### config.mk
export PLATFORM = sky130hd
export DESIGN_NAME = ssf_status
export DESIGN_NICKNAME = d
export VERILOG_FILES = /design/src/include/ssf_pkg.sv /design/src/ssf_status.sv
export VERILOG_INCLUDE_DIRS = /design/src /design/src/include
export SDC_FILE = /design/constraint.sdc
export NUM_CORES = 1
export LEC_CHECK = 0
export BUFFER_PORTS_ARGS = -buffer_cell sky130_fd_sc_hd__buf_2
export CAP_MARGIN = 25
export CORE_MARGIN = 2
export CORE_UTILIZATION = 42
export CTS_CLUSTER_DIAMETER = 100
export DETAILED_ROUTE_END_ITERATION = 8
export PLACE_DENSITY_LB_ADDON = 0.2
export SETUP_SLACK_MARGIN = 0.02
export SLEW_MARGIN = 30
export SYNTH_ARGS = -nofsm -noshare
export SYNTH_HDL_FRONTEND = slang
export SYNTH_SLANG_ARGS = --single-unit
### constraint.sdc
create_clock -name aclk -period 5.6 [get_ports aclk]
set_input_delay 1.12 -clock aclk [delete_from_list [all_inputs] [get_ports aclk]]
set_output_delay 1.12 -clock aclk [all_outputs]
set_load 0.03 [all_outputs]
### src/include/ssf_defs.svh
// Offsets, field positions and reset values of the status flag block.
// Assumes inclusion by bare name from files under src/ and dv/.
`ifndef SSF_DEFS_SVH
`define SSF_DEFS_SVH
// Register byte offsets on the AXI4-Lite bus.
`define SSF_OFF_STATUS   8'h00
`define SSF_OFF_CONTROL  8'h04
`define SSF_OFF_IRQ_STAT 8'h08
`define SSF_OFF_IRQ_MASK 8'h0C
// Status field positions.
`define SSF_RXCNT_LSB    24
`define SSF_TXCNT_LSB    16
`define SSF_BIT_FRAME_ERR 12
`define SSF_BIT_ACT      11
`define SSF_BIT_TUR      8
`define SSF_BIT_SRE      7
`define SSF_BIT_ROV      6
`define SSF_BIT_RBE      5
`define SSF_BIT_TBE      3
`define SSF_BIT_TBF      1
`define SSF_BIT_RBF      0
// Control field positions.
`define SSF_BIT_EN       0
`define SSF_BIT_ENH      1
`define SSF_BIT_FRM      2
// Reset values and the interrupt event mask.
`define SSF_RST_CONTROL  3'h0
`define SSF_RST_TBE      1'h1
`define SSF_EVT_MASK     32'h0000_1140
// Bus responses.
`define SSF_RESP_OKAY    2'h0
`define SSF_RESP_SLVERR  2'h2
`endif

### src/include/ssf_pkg.sv
// Types shared by the status flag block and its bench.
// Assumes nothing beyond a SystemVerilog compiler.
`default_nettype none
package ssf_pkg;
  // Live state from the shifter and buffer datapath.
  typedef struct packed {
    logic [4:0] rx_count;     // Occupied receive elements.
    logic [4:0] tx_count;     // Occupied transmit elements.
    logic [4:0] rd_ptr;       // Receive FIFO read pointer.
    logic [4:0] wr_ptr;       // Receive FIFO write pointer.
    logic       frame_err;    // One-cycle framing error pulse.
    logic       busy;         // Transaction in progress.
    logic       underrun;     // One-cycle transmit underrun pulse.
    logic       shift_empty;  // Shift register holds no data.
    logic       rx_done;      // One-cycle word received pulse.
    logic       rx_unread;    // Previous word not yet read.
    logic       tx_empty;     // Transmit buffer empty.
    logic       tx_full;      // Transmit buffer full.
    logic       rx_full;      // Receive buffer full.
  } ssf_dp_t;
  // Control bits handed to the datapath.
  typedef struct packed {
    logic framed;    // Framed operation enabled.
    logic enhanced;  // Enhanced buffer mode.
    logic enable;    // Module enabled.
  } ssf_ctrl_t;
endpackage : ssf_pkg
`default_nettype wire

### src/ssf_status.sv
// Status flag register of the serial port with its AXI4-Lite slave.
// Assumes the datapath runs on aclk and the link pins are asynchronous.
//
// Contract
// Receive fill count at bits 28-24.
// Transmit fill count at bits 20-16.
// Frame error set by hardware, software clears.
// Activity flag high while transaction runs.
// Underrun flag, cleared by disable then enable.
// Shifter empty flag at bit 7.
// Overflow discards new word, sets bit 6.
// Overflow cleared only by writing zero.
// Receive empty when pointers are equal.
// Reset clears all, transmit empty reads one.
// Transmit and receive full flags bits 1,0.
//
// The register offsets and the AXI4-Lite slave port were chosen for this implementation.
`include "ssf_defs.svh"
`default_nettype none
module ssf_status (
  // Clock and reset.
  input  wire logic              aclk,
  input  wire logic              aresetn,
  // AXI4-Lite write address and data.
  input  wire logic [7:0]        awaddr,
  input  wire logic              awvalid,
  output var  logic              awready,
  input  wire logic [31:0]       wdata,
  input  wire logic [3:0]        wstrb,
  input  wire logic              wvalid,
  output var  logic              wready,
  // AXI4-Lite write response.
  output var  logic [1:0]        bresp,
  output var  logic              bvalid,
  input  wire logic              bready,
  // AXI4-Lite read.
  input  wire logic [7:0]        araddr,
  input  wire logic              arvalid,
  output var  logic              arready,
  output var  logic [31:0]       rdata,
  output var  logic [1:0]        rresp,
  output var  logic              rvalid,
  input  wire logic              rready,
  // Datapath side.
  input  wire ssf_pkg::ssf_dp_t  dp,
  output var  ssf_pkg::ssf_ctrl_t ctrl,
  output var  logic              rx_discard,
  // Link pins.
  input  wire logic              sclk_pin,
  input  wire logic              ssel_n_pin,
  // Interrupt.
  output var  logic              irq
);

  // Expands byte strobes into a bit mask.
  function automatic logic [31:0] ssf_lanes(input logic [3:0] s);
    ssf_lanes = {{8{s[3]}}, {8{s[2]}}, {8{s[1]}}, {8{s[0]}}};
  endfunction : ssf_lanes

  // Link synchronisers and edge finder.
  logic [2:0] sclk_s;      // Stage 0 feeds stage 1 only.
  logic [1:0] ssel_s;      // Stage 0 feeds stage 1 only.
  // Stored status flags.
  logic       fe_q;        // Frame error.
  logic       tur_q;       // Transmit underrun.
  logic       rov_q;       // Receive overflow.
  logic       act_q;       // Activity.
  logic       tbe_q;       // Transmit empty.
  logic [4:0] rxc_q;       // Receive count.
  logic [4:0] txc_q;       // Transmit count.
  logic       sre_q;       // Shifter empty.
  logic       rbe_q;       // Receive empty.
  logic       tbf_q;       // Transmit full.
  logic       rbf_q;       // Receive full.
  // Interrupt status and mask.
  logic [31:0] ist_q;
  logic [31:0] imask_q;
  // Latched write address and data.
  logic [7:0]  wa_q;
  logic [31:0] wd_q;
  logic [3:0]  ws_q;

  // Handshakes of the five channels.
  wire         aw_hs = awvalid & awready;
  wire         w_hs  = wvalid & wready;
  wire         b_hs  = bvalid & bready;
  wire         ar_hs = arvalid & arready;
  wire         r_hs  = rvalid & rready;
  // A write goes once both halves are in, whichever came last.
  wire         wr_go = (aw_hs | ~awready) & (w_hs | ~wready) & ~bvalid;
  wire [7:0]   wa    = aw_hs ? awaddr : wa_q;
  wire [31:0]  wd    = w_hs ? wdata : wd_q;
  wire [31:0]  wm    = ssf_lanes(w_hs ? wstrb : ws_q);
  // Register selects, decoded as an if chain would.
  wire         wr_st = wr_go & (wa == `SSF_OFF_STATUS);
  wire         wr_ct = wr_go & (wa == `SSF_OFF_CONTROL);
  wire         wr_is = wr_go & (wa == `SSF_OFF_IRQ_STAT);
  wire         wr_im = wr_go & (wa == `SSF_OFF_IRQ_MASK);
  wire         wr_ok = wr_st | wr_ct | wr_is | wr_im;

  // Link activity: selected, busy, or a clock edge just seen.
  wire         sclk_edge = sclk_s[2] ^ sclk_s[1];
  wire         next_act  = ~ssel_s[1] | dp.busy | sclk_edge;
  // Hardware events; frame error and underrun gated by the modes that make them valid, overflow ungated.
  wire         fe_set  = dp.frame_err & ctrl.framed & ctrl.enable;
  wire         tur_set = dp.underrun & ctrl.framed & ctrl.enable;
  wire         ov_set  = dp.rx_done & dp.rx_unread;
  // Software clears by writing zero under an enabled lane.
  wire         fe_clr  = wr_st & wm[`SSF_BIT_FRAME_ERR] & ~wd[`SSF_BIT_FRAME_ERR];
  wire         ov_clr  = wr_st & wm[`SSF_BIT_ROV] & ~wd[`SSF_BIT_ROV];
  // Disabling the module is what clears the underrun flag.
  wire         next_en = wr_ct & wm[`SSF_BIT_EN] ? wd[`SSF_BIT_EN] : ctrl.enable;
  wire         dis_go  = ctrl.enable & ~next_en;
  // Event bits for the interrupt status, same layout as status.
  wire [31:0]  evt = ({31'h0, fe_set} << `SSF_BIT_FRAME_ERR)
                   | ({31'h0, tur_set} << `SSF_BIT_TUR)
                   | ({31'h0, ov_set} << `SSF_BIT_ROV);
  wire [31:0]  is_clr = wr_is ? (wd & wm) : 32'h0;
  wire [31:0]  next_ist = (evt | (ist_q & ~is_clr)) & `SSF_EVT_MASK;
  wire [31:0]  next_imask = wr_im ? ((wd & wm) | (imask_q & ~wm)) : imask_q;

  // Status word as software reads it; unused bits are zero.
  wire [31:0]  status_word = {3'h0, rxc_q, 3'h0, txc_q, 3'h0, fe_q, act_q,
                              2'h0, tur_q, sre_q, rov_q, rbe_q, 1'h0,
                              tbe_q, 1'h0, tbf_q, rbf_q};
  wire         rd_st = araddr == `SSF_OFF_STATUS;
  wire         rd_ct = araddr == `SSF_OFF_CONTROL;
  wire         rd_is = araddr == `SSF_OFF_IRQ_STAT;
  wire         rd_im = araddr == `SSF_OFF_IRQ_MASK;
  wire [31:0]  rd_val = rd_st ? status_word
                      : rd_ct ? {29'h0, ctrl}
                      : rd_is ? ist_q
                      : rd_im ? imask_q : 32'h0;
  wire         rd_ok = rd_st | rd_ct | rd_is | rd_im;

  // Synchronisers for the asynchronous link pins.
  always_ff @(posedge aclk)
  begin
    if (!aresetn)
    begin
      sclk_s <= 3'h0;
      ssel_s <= 2'h3;
    end
    else
    begin
      sclk_s <= {sclk_s[1:0], sclk_pin};
      ssel_s <= {ssel_s[0], ssel_n_pin};
    end
  end

  // Sticky flags; a set in the same cycle as a clear wins.
  always_ff @(posedge aclk)
  begin
    if (!aresetn)
    begin
      fe_q  <= 1'h0;
      tur_q <= 1'h0;
      rov_q <= 1'h0;
    end
    else
    begin
      fe_q  <= fe_set | (fe_q & ~fe_clr);
      tur_q <= tur_set | (tur_q & ~dis_go);
      rov_q <= ov_set | (rov_q & ~ov_clr);
    end
  end

  // Live flags, registered so reset values hold at release.
  always_ff @(posedge aclk)
  begin
    if (!aresetn)
    begin
      act_q  <= 1'h0;
      tbe_q  <= `SSF_RST_TBE;
      rxc_q  <= 5'h00;
      txc_q  <= 5'h00;
      sre_q  <= 1'h0;
      rbe_q  <= 1'h0;
      tbf_q  <= 1'h0;
      rbf_q  <= 1'h0;
    end
    else
    begin
      act_q  <= next_act;
      tbe_q  <= dp.tx_empty;
      // Counts, shifter empty and receive empty mean nothing outside enhanced mode.
      rxc_q  <= ctrl.enhanced ? dp.rx_count : 5'h00;
      txc_q  <= ctrl.enhanced ? dp.tx_count : 5'h00;
      sre_q  <= ctrl.enhanced & dp.shift_empty;
      rbe_q  <= ctrl.enhanced & (dp.rd_ptr == dp.wr_ptr);
      tbf_q  <= dp.tx_full;
      rbf_q  <= dp.rx_full;
    end
  end

  // Discard strobe to the datapath on an overflowing word.
  always_ff @(posedge aclk)
  begin
    if (!aresetn)
      rx_discard <= 1'h0;
    else
      rx_discard <= ov_set;
  end

  // Control register; software steers mode and enable here.
  always_ff @(posedge aclk)
  begin
    if (!aresetn)
      ctrl <= `SSF_RST_CONTROL;
    else if (wr_ct)
      ctrl <= ssf_pkg::ssf_ctrl_t'((wd[2:0] & wm[2:0]) | (ctrl & ~wm[2:0]));
  end

  // Interrupt status, mask and level output.
  always_ff @(posedge aclk)
  begin
    if (!aresetn)
    begin
      ist_q   <= 32'h0000_0000;
      imask_q <= 32'h0000_0000;
      irq     <= 1'h0;
    end
    else
    begin
      ist_q   <= next_ist;
      imask_q <= next_imask;
      irq     <= |(next_ist & next_imask);
    end
  end

  // Write channel: each half taken once, released after the response.
  always_ff @(posedge aclk)
  begin
    if (!aresetn)
    begin
      awready <= 1'h1;
      wready  <= 1'h1;
      bvalid  <= 1'h0;
      bresp   <= `SSF_RESP_OKAY;
      wa_q    <= 8'h00;
      wd_q    <= 32'h0000_0000;
      ws_q    <= 4'h0;
    end
    else
    begin
      if (aw_hs)
      begin
        awready <= 1'h0;
        wa_q    <= awaddr;
      end
      else if (b_hs)
        awready <= 1'h1;
      if (w_hs)
      begin
        wready <= 1'h0;
        wd_q   <= wdata;
        ws_q   <= wstrb;
      end
      else if (b_hs)
        wready <= 1'h1;
      if (wr_go)
      begin
        bvalid <= 1'h1;
        bresp  <= wr_ok ? `SSF_RESP_OKAY : `SSF_RESP_SLVERR;
      end
      else if (b_hs)
        bvalid <= 1'h0;
    end
  end

  // Read channel: one read in flight, data sampled on address taken.
  always_ff @(posedge aclk)
  begin
    if (!aresetn)
    begin
      arready <= 1'h1;
      rvalid  <= 1'h0;
      rdata   <= 32'h0000_0000;
      rresp   <= `SSF_RESP_OKAY;
    end
    else if (ar_hs)
    begin
      arready <= 1'h0;
      rvalid  <= 1'h1;
      rdata   <= rd_val;
      rresp   <= rd_ok ? `SSF_RESP_OKAY : `SSF_RESP_SLVERR;
    end
    else if (r_hs)
    begin
      arready <= 1'h1;
      rvalid  <= 1'h0;
    end
  end
endmodule : ssf_status
`default_nettype wire

After elaboration in Yosys (flattened, before gate mapping):

Cells that the tools add are included.

* bitwise gates (word level): 65
* eq/ne operators: 7
* mux-type cells: 21
* reductions and logical operators: 8

Operator list (number)
* $mux 32: 6
* $and 32x32->32: 2
* $and 13x32->32: 1
* $eq 8x4->1 const B: 4
* $not 32->32: 1
* $or 32x32->32: 1
* $reduce_or 32->1: 1
* $and 1x1->1: 27
* $eq 8x3->1 const B: 2
* $logic_not 8->1: 2
* $and 13x13->13: 1
* $mux 13: 1
* $not 13->13: 1
* $or 1x1->1: 13
* $or 13x13->13: 1
* $or 13x7->13: 1
* $or 13x9->13: 1
* $mux 1: 10
* $not 1->1: 10
* $mux 8: 1
* $reduce_bool 2->1: 4
* $and 3x3->3: 2
* $eq 5x5->1: 1
* $mux 2: 2
* other kinds (5): 5

* register bits after elaboration: 149
* logic and storage cells: 132

Longest topological paths before layout:

Gate-level depths: netlist of run 1.

* word-level depth: 12
* mapped depth: 8
* gate-level depth less buffers: 6

Least setup slack after synthesis of run 1:

Ideal clock, no wire load.

* kind: in2reg
* start point: input port awaddr[5]
* end point: register irq
* arrival time: 3.259 ns
* slack: 2.218 ns
* setup time: 0.123 ns
* stages: 6
* path buffers: 0
* cell sequence: or3_1 or4_4 a2111oi_4 mux2i_1 a211oi_1 a311o_2

* cells in the longest elaborated chain, start to end: 9
* elaborated cells on any way between the ends: 12
* classes of those cells: eq/ne: 2; mux: 3; bitwise: 6; reduce/logical: 1

Ends and longest elaborated chain
* start: declaration: line ssf_status.sv:25 `input wire logic [7:0] awaddr,`
* $mux 8 (*)
* $eq 8x4->1 (no source line)
* $and 1x1->1: line ssf_status.sv:97 `` wire wr_is = wr_go & (wa == `SSF_OFF_IRQ_STAT); ``
* $mux 13: line ssf_status.sv:118 `wire [31:0] is_clr = wr_is ? (wd & wm) : 32'h0;`
* $not 13->13: line ssf_status.sv:119 `` wire [31:0] next_ist = (evt | (ist_q & ~is_clr)) & `SSF_EVT_MASK; ``
* $and 13x13->13: line ssf_status.sv:119
* $or 13x13->13: line ssf_status.sv:119
* $and 13x32->32 (*): line ssf_status.sv:227 `irq <= |(next_ist & next_imask);`
* $reduce_or 32->1 (*): line ssf_status.sv:227
* end signal: assignment: line ssf_status.sv:227
* end: declaration: line ssf_status.sv:52 `output var logic irq`

Mark *: on every way between the ends. The rest lies on a longest branch, timed or not.
A chain may end at the register's enable or synchronous reset.

Worst setup path after layout of run 1:

* start point: input port awvalid
* end point: register irq

* cells in the longest elaborated chain, start to end: 11
* elaborated cells on any way between the ends: 16
* classes of those cells: eq/ne: 2; mux: 3; bitwise: 10; reduce/logical: 1

Ends and longest elaborated chain
* start: declaration: line ssf_status.sv:26 `input wire logic awvalid,`
* $and 1x1->1 (*): line ssf_status.sv:84 `wire aw_hs = awvalid & awready;`
* $or 1x1->1: line ssf_status.sv:90 `wire wr_go = (aw_hs | ~awready) & (w_hs | ~wready) & ~bvalid;`
* $and 1x1->1 (2 in series): line ssf_status.sv:90
* $and 1x1->1: line ssf_status.sv:97
* $mux 13: line ssf_status.sv:118
* $not 13->13: line ssf_status.sv:119
* $and 13x13->13: line ssf_status.sv:119
* $or 13x13->13: line ssf_status.sv:119
* $and 13x32->32 (*): line ssf_status.sv:227
* $reduce_or 32->1 (*): line ssf_status.sv:227

Marks and branches as above.

==> impl_metrics.yaml, run 1 <==
cells_and_area:
  area.growth.synth_to_final_pct: 26.6
  nets: 783
  fin_area_um2: 6920
  drive_above_1_share: 0.273
  final_common_cell: "dfxtp_1"
  final_cell_mix: "dfxtp_1 (147), buf_2 (133), nor2_1 (92), mux2i_1 (42), nand2_1 (34)"
clock_network:
  cts_resized: 0
  h-tree-depth: 4
  clk_pin_slew_ps: 60
  clockBufferDepth: 2
  cts_inserted_buffers: 17
  clock-sinks: 147
  cts_setup_buffers: 0
  cts_tree: "done"
  hold_buffers: 0
  root_buffer: "clkbuf_16"
  clkLatencyLatePin_ps: 410
synthesis:
  synth_area_per_cell_um2: 9.57
  syn_area_um2: 5470
  ys_dominant_reg_cell: "dfxtp_1"
  synth_compound_area_frac: 0.119
  synth_top_family_by_area: "simple AND/OR/NAND/NOR gates"
  synth_mux_area_frac: 0.110
  seq_area_frac_synth: 0.538
  synth_fa_ha_area_frac: 0
  synth_edf_count: 0
  synthXorXnorAreaFrac: 0.00962
  ys_seq_elements: 147
  ys_types: 43
  async_flop_share: 0
  yosys.area_share.simple: 0.192
  ys.warnings.count: 0
  syn_inst: 571
grt:
  overflow: 0
  grt_max_degree: 68
  grt_pass1_wl_um: 21500
  track_usage: 0.193
  grt_pass1_vias: 4373
  antenna_found_initial: 1
critical_path:
  critPathKind: "primary input to flop"
  critPathCaptureType: "flop"
  crit_start: "awvalid"
  arrival_ps: 3710
  critPathMaxFanout: 12
  slowest_delay_ps: 610
  cp-endpoint: "irq"
  regToRegSetupSlack_ps: 2570
  start_kind: "primary input"
  required_ps: 5890
  critPathMostFrequentCell: "nand2_1"
  slowest_stage: "or4_4"
  r2r-end: "irq"
  reg2reg_depth: 6
  path_cells: "buf_2 > nand2_1 > or4_4 > a2111oi_2 > nand2_1 > mux2i_1 > a311o_2"
  r2r-start: "awready"
sta:
  slew_headroom: 0.388
  setup_viol: 0
  final.period_utilization: 0.610
  layout_setup_ws_ps: 2180
  fin_skew_ps: 7.45
  fmax_ghz: 0.293
  slew_violations: 0
  rsz0062_at_grt: "false"
  fin_crit_ps: 3420
  setup_tns_ps: 0
  tightest_slew_ps: 913
  hold_violations: 0
routing:
  drt-initial-drc-count: 295
  vias: 4510
  antenna_left: 0
  wirelength_um: 13200
  viasPerCell: 5.13
  drt_first_pass_iters: 4
  drc: 0
  wl_per_cell_um: 15.0
floorplanning:
  fp.dieW_um: 118
  chipHeight_um: 118
  dieArea_um2: 13900
  rows: 41
  num_io_pins: 136
  start_util: 0.431
  core_um2: 12700
placed_design:
  dp_slack_ps: 1780
  dpl-instance-area_um2: 6270
  gp_congestion: 0.817
  port_buffers: 133
  dp_hpwl_um: 9120
power:
  p_leak_nw: 3.02
  ir_worst_vdd_v: 0.000173
  power_density_nw_per_um2: 366
run_status:
  run_status: "finished clean"
worst_hold_path:
  min-delay-path-class: "flop to flop"
run:
  maxCapViolations: 0
==> power by group <==
group          switching, mW  internal, mW  leakage [nW]
combinational          0.136        0.0840          1.52
sequential            0.0152          1.08          1.20
clock                  0.412         0.800         0.304
total                  0.563          1.97          3.02
==> final cells by class <==
class / instances / area (um^2)
tap: 172 / 215
fill: 1149 / 5750
sequential: 147 / 2940
timing repair buffer: 137 / 696
multi-input combinational: 384 / 2400
antenna: 1 / 2.50
clock buffer: 22 / 454
clock inverter: 10 / 180
inverter: 6 / 23.8
==> worst min path at each step <==
stage | slack [ps] | startpoint | depth (start not counted) | endpoint
floorplan | 390 | ssel_s[0] | 1 | ssel_s[1]
global placement | 390 | ssel_s[0] | 1 | ssel_s[1]
detailed placement | 400 | ssel_s[0] | 1 | ssel_s[1]
CTS | 420 | ssel_s[0] | 1 | ssel_s[1]
global route | 420 | ssel_s[0] | 1 | ssel_s[1]
finish | 410 | ssel_s[0] | 1 | ssel_s[1]
==> synth_stat cells, types with 8 or more instances <==
library cell    n  area, um^2
a211oi_1       18         135
a21oi_1        29         145
a221oi_1       14         123
and2_1         22         138
and3_1         14        87.6
clkbuf_1       29         109
dfxtp_1       147        2940
mux2_2         16         180
mux2i_1        42         420
nand2_1        35         131
nand3_1        19        95.1
nor2_1         93         349
nor3_1         24         120
o21ai_0         8        40.0
==> stage by stage <==
| stage | power [mW] | hold WS (ps) | cells | utilization |
|---|---|---|---|---|
| 2_1_floorplan | 1.26 | 386 | 572 | - |
| 3_3_place_gp | 1.33 | 391 | 846 | 0.494 |
| 3_5_place_dp | 1.34 | 402 | 846 | 0.495 |
| 4_1_cts | 2.55 | 416 | 878 | 0.545 |
| 5_1_grt | 2.62 | 425 | 878 | 0.546 |
| 6_report | 2.53 | 414 | 879 | 0.546 |
==> cells by family after synthesis <==
logic type,Yosys count
simple gates,226
mux,58
xor+xnor,6
flops,147
compound gates,92
buf+inv,41
other cells,1
==> critical path, delay by kind of cell <==
family | cells | cell delay [ps]
multiplexers | 1 | 220
AND/OR/NAND/NOR | 3 | 1270
AO/OA/AOI/OAI | 2 | 960
buffers and inverters | 1 | 130
==> routing by layer <==
metal  vias to the layer above  routed length [um]  global-route usage
met3                        12                 645              0.0475
met2                       134                6240               0.314
met1                      2115                6160               0.249
met5                         -                   0                   0
li1                       2249                   -                   -
met4                         0                 143              0.0678
Power figures use the tool's default switching activity.
==> run 2, diff against run 1 <==
==> constraint.sdc (replaced) <==
create_clock -name aclk -period 3.5 [get_ports aclk]
set_input_delay 0.7 -clock aclk [delete_from_list [all_inputs] [get_ports aclk]]
set_output_delay 0.7 -clock aclk [all_outputs]
set_load 0.03 [all_outputs]
==> run 2 against run 1 <==
Net effect:
- count of clock-buffer cells in the layout down 3
- cell count increased by 0.68%
- worst setup slack lost 1400 ps
- sequential power grew 60%
- clock skew is 2.4 ps higher
- non-clock buffer count rose by 6
- utilization fell by 0.089 points
- register-to-register slack worse by 1600 ps
- largest power group is now sequential cells
- clock power increased by 45%
- sequential share of layout area grew 0.069 points
- global-route usage rose by 0.16 points
- power up 53%
==> impl_metrics.yaml, run 2 (synthesized netlist as in run 1, its figures left out) <==
clock_network:
  cts_inserted_buffers: 17
  cts_setup_buffers: 0
  cts_resized: 0
  clk_pin_slew_ps: 60
  clkLatencyLatePin_ps: 420
  cts_tree: "done"
  hold_buffers: 0
  clock-sinks: 147
  clockBufferDepth: 2
  root_buffer: "clkbuf_16"
  h-tree-depth: 4
critical_path:
  slowest_stage: "or4_4"
  slowest_delay_ps: 480
  critPathCaptureType: "flop"
  critPathMaxFanout: 3
  required_ps: 3800
  path_cells: "buf_2 > or3_1 > or4_4 > a211o_1 > o41ai_1 > a211oi_1 > a311o_2"
  critPathKind: "primary input to flop"
  start_kind: "primary input"
  arrival_ps: 2990
power:
  total_power_mw: 3.86
  ir_worst_vdd_v: 0.000279
  p_leak_nw: 3.02
  power_density_nw_per_um2: 559
sta:
  fin_skew_ps: 9.82
  layout_setup_ws_ps: 811
  setup_viol: 0
  fmax_ghz: 0.372
  rsz0062_at_grt: "false"
  setup_tns_ps: 0
  tightest_slew_ps: 826
  hold_violations: 0
  final.period_utilization: 0.768
  slew_headroom: 0.448
  slew_violations: 0
  fin_crit_ps: 2690
grt:
  top_usage_layer: "met2"
  track_usage: 0.194
  grt_use_met1: 0.254
  grt_util_met3: 0.0630
  grt_pass1_wl_um: 21600
  grt_pass1_vias: 4358
  antenna_found_initial: 1
  grt_max_degree: 60
  met2_usage: 0.301
  overflow: 0
routing:
  wl_per_cell_um: 14.8
  drt-initial-drc-count: 271
  antenna_left: 0
  drc: 0
  wirelength_um: 13100
  drt_first_pass_iters: 5
  viasPerCell: 5.05
  vias: 4471
cells_and_area:
  final_common_cell: "dfxtp_1"
  fin_area_um2: 6910
  area.growth.synth_to_final_pct: 26.4
  final_cell_mix: "dfxtp_1 (147), buf_2 (133), nor2_1 (92), mux2i_1 (42), nand2_1 (34)"
  drive_above_1_share: 0.284
  nets: 789
  fin_util: 0.545
floorplanning:
  dieArea_um2: 13900
  start_util: 0.431
  num_io_pins: 136
  chipHeight_um: 118
  core_um2: 12700
  rows: 41
  fp.dieW_um: 118
placed_design:
  gp_congestion: 0.880
  port_buffers: 133
  dp_hpwl_um: 9190
  dpl-instance-area_um2: 6320
  dp_slack_ps: 382
worst_hold_path:
  min-delay-path-class: "flop to flop"
run_status:
  run_status: "finished clean"
run:
  maxCapViolations: 0
run 2: changes by cell type in the layout (fill, tap and decap cells not counted), sizes merged:
cell,change
bufinv,-3
clkinv,+4
inv,+1
clkbuf,-3
buf,+6
clkinvlp,+1
run 2: cell type report:
type	instances	area, um^2
sequential	147	2940
inverter	6	23.8
clock buffer	19	443
fill	1163	5770
timing repair buffer	143	753
antenna	1	2.50
multi-input combinational	384	2390
clock inverter	13	134
tap	172	215
run 2: metrics by stage:
stage / std cells / hold slack (ps)
finish: 885 / 408
CTS: 884 / 406
detailed placement: 852 / 392
floorplan: 572 / 386
global route: 884 / 435
global placement: 852 / 391
run 2: routing by layer:
layer | up-vias | wire [um]
met3 | 12 | 759
met2 | 136 | 5900
met1 | 2060 | 6270
li1 | 2263 | -
met4 | 0 | 156
met5 | - | 0
run 2: worst paths after layout:
| check | end | cells after the start | slack [ps] | start |
|---|---|---|---|---|
| worst max register to register | irq | 6 | 1000 | awready |
| worst max-delay path | irq | 7 | 810 | awaddr[5] |
| worst min-delay path | ssel_s[1] | 1 | 410 | ssel_s[0] |
| worst min register to register | ssel_s[1] | 1 | 410 | ssel_s[0] |
run 2: power by group:
group	total (mW)	internal, mW	switching, mW
Combinational	0.353	0.137	0.216
Clock	1.75	1.06	0.690
Sequential	1.76	1.73	0.0242
Total	3.86	2.93	0.930
run 2: critical path: cells and delay by family:
family | cells | cell delay, ps
AOI/OAI and AO/OA | 4 | 1310
and+or+nand+nor | 2 | 870
buffers and inverters | 1 | 100
==> run 3, diff against run 2 <==
==> constraint.sdc (replaced) <==
create_clock -name aclk -period 2.2 [get_ports aclk]
set_input_delay 0.44 -clock aclk [delete_from_list [all_inputs] [get_ports aclk]]
set_output_delay 0.44 -clock aclk [all_outputs]
set_load 0.03 [all_outputs]
==> run 3 against run 2 <==
Net effect:
- the flow now finishes with violations (negative setup slack)
- count of clock-buffer cells in the layout up 4
- worst setup slack worse by 930 ps
- hold slack worse by 210 ps
- first-iteration DRC count up 0.37%
- register-to-register slack worse by 1100 ps
- critical endpoint unchanged
- largest cell class unchanged
- largest power group is now clock
==> impl_metrics.yaml, run 3 (synthesized netlist as in run 1, its figures left out) <==
grt:
  overflow: 0
  grt_pass1_vias: 4551
  track_usage: 0.201
  antenna_found_initial: 0
  grt_max_degree: 36
  grt_pass1_wl_um: 22500
clock_network:
  clock-sinks: 147
  clkLatencyLatePin_ps: 420
  root_buffer: "clkbuf_16"
  hold_buffers: 0
  cts_inserted_buffers: 17
  h-tree-depth: 4
  cts_tree: "done"
  clk_pin_slew_ps: 60
  clockBufferDepth: 2
critical_path:
  critPathMaxFanout: 3
  crit_family: "compound AO/OA/AOI/OAI gates"
  critPathKind: "primary input to flop"
  worst-path-buf-inv: 1
  critPathCaptureType: "flop"
  required_ps: 2500
  start_kind: "primary input"
  slowest_delay_ps: 480
  path_cells: "buf_6 > or3_4 > or4_4 > a211o_4 > o41ai_2 > a211oi_1 > a311o_2"
  slowest_stage: "or4_4"
  arrival_ps: 2620
routing:
  antenna_left: 0
  drt-initial-drc-count: 272
  wl_per_cell_um: 15.1
  vias: 4667
  wirelength_um: 13700
  viasPerCell: 5.13
  drt_first_pass_iters: 4
  drc: 0
cells_and_area:
  final_cell_mix: "dfxtp_1 (146), buf_2 (132), nor2_1 (92), mux2i_1 (42), nand2_1 (33)"
  final_common_cell: "dfxtp_1"
  final_cells: 909
  nets: 814
  antenna_cells: 0
  drive_above_1_share: 0.313
  area.growth.synth_to_final_pct: 32.1
  fill_cells: 1163
placed_design:
  gp_congestion: 0.883
  port_buffers: 133
  dp_hpwl_um: 9710
  dp_slack_ps: -551
  dp_cells: 876
power:
  power_density_nw_per_um2: 894
  ir_worst_vdd_v: 0.000498
  total_power_mw: 6.46
  p_leak_nw: 3.19
run_status:
  run_status: "finished with violations"
  failed_checks: "negative setup slack"
floorplanning:
  num_io_pins: 136
  fp.dieW_um: 118
  rows: 41
  core_um2: 12700
  start_util: 0.431
  dieArea_um2: 13900
  chipHeight_um: 118
sta:
  hold_violations: 0
  setup_tns_ps: -115
  final.period_utilization: 1.05
  fmax_ghz: 0.432
  fin_skew_ps: 9.53
  fin_crit_ps: 2310
  setup_viol: 1
  tightest_slew_ps: 559
  layout_setup_ws_ps: -115
  slew_headroom: 0.626
  slew_violations: 0
  rsz0062_at_grt: "true"
worst_hold_path:
  min-delay-path-class: "primary input to flop"
run:
  maxCapViolations: 0
run 3: layout make-up:
class | count | area, um^2 | area share
clock buffer | 23 | 478 | 0.0662
tap | 172 | 215 | 0.0298
clock inverter | 9 | 151 | 0.0210
timing repair buffer | 168 | 976 | 0.135
inverter | 6 | 23.8 | 0.00329
sequential | 147 | 2940 | 0.408
multi-input combinational | 384 | 2430 | 0.337
run 3: final timing paths:
| check | startpoint | to | slack (ps) | depth (start not counted) |
|---|---|---|---|---|
| max | awaddr[5] | irq | -110 | 7 |
| min reg2reg | ssel_s[0] | ssel_s[1] | 420 | 1 |
| min | ssel_n_pin | ssel_s[0] | 200 | 2 |
| max reg2reg | wa_q[5] | irq | -80 | 6 |
run 3: power by group:
part | leakage (nW) | switching [mW] | internal, mW
Clock | 0.307 | 1.06 | 1.98
Sequential | 1.20 | 0.0366 | 2.76
Combinational | 1.68 | 0.364 | 0.251
Total | 3.19 | 1.46 | 4.99
run 3: per-layer routing:
metal,vias up,GRT usage,routed length (um)
li1,2308,-,-
met1,2211,0.258,6380
met2,129,0.324,6440
met3,19,0.0577,675
met4,0,0.0685,214
met5,-,0,0
run 3: metrics by stage:
stage	instance area [um^2]	utilization	hold WS [ps]
detailed placement	6540	0.516	396
global placement	6540	0.516	389
CTS	7180	0.567	189
global route	7220	0.570	192
floorplan	5500	-	386
finish	7220	0.570	198
run 3: what timing repair did:
action	4_1_cts	5_1_grt
pin swaps	0	2
buffers inserted	0	1
gates resized for setup	2	4
setup endpoints to repair	1	17
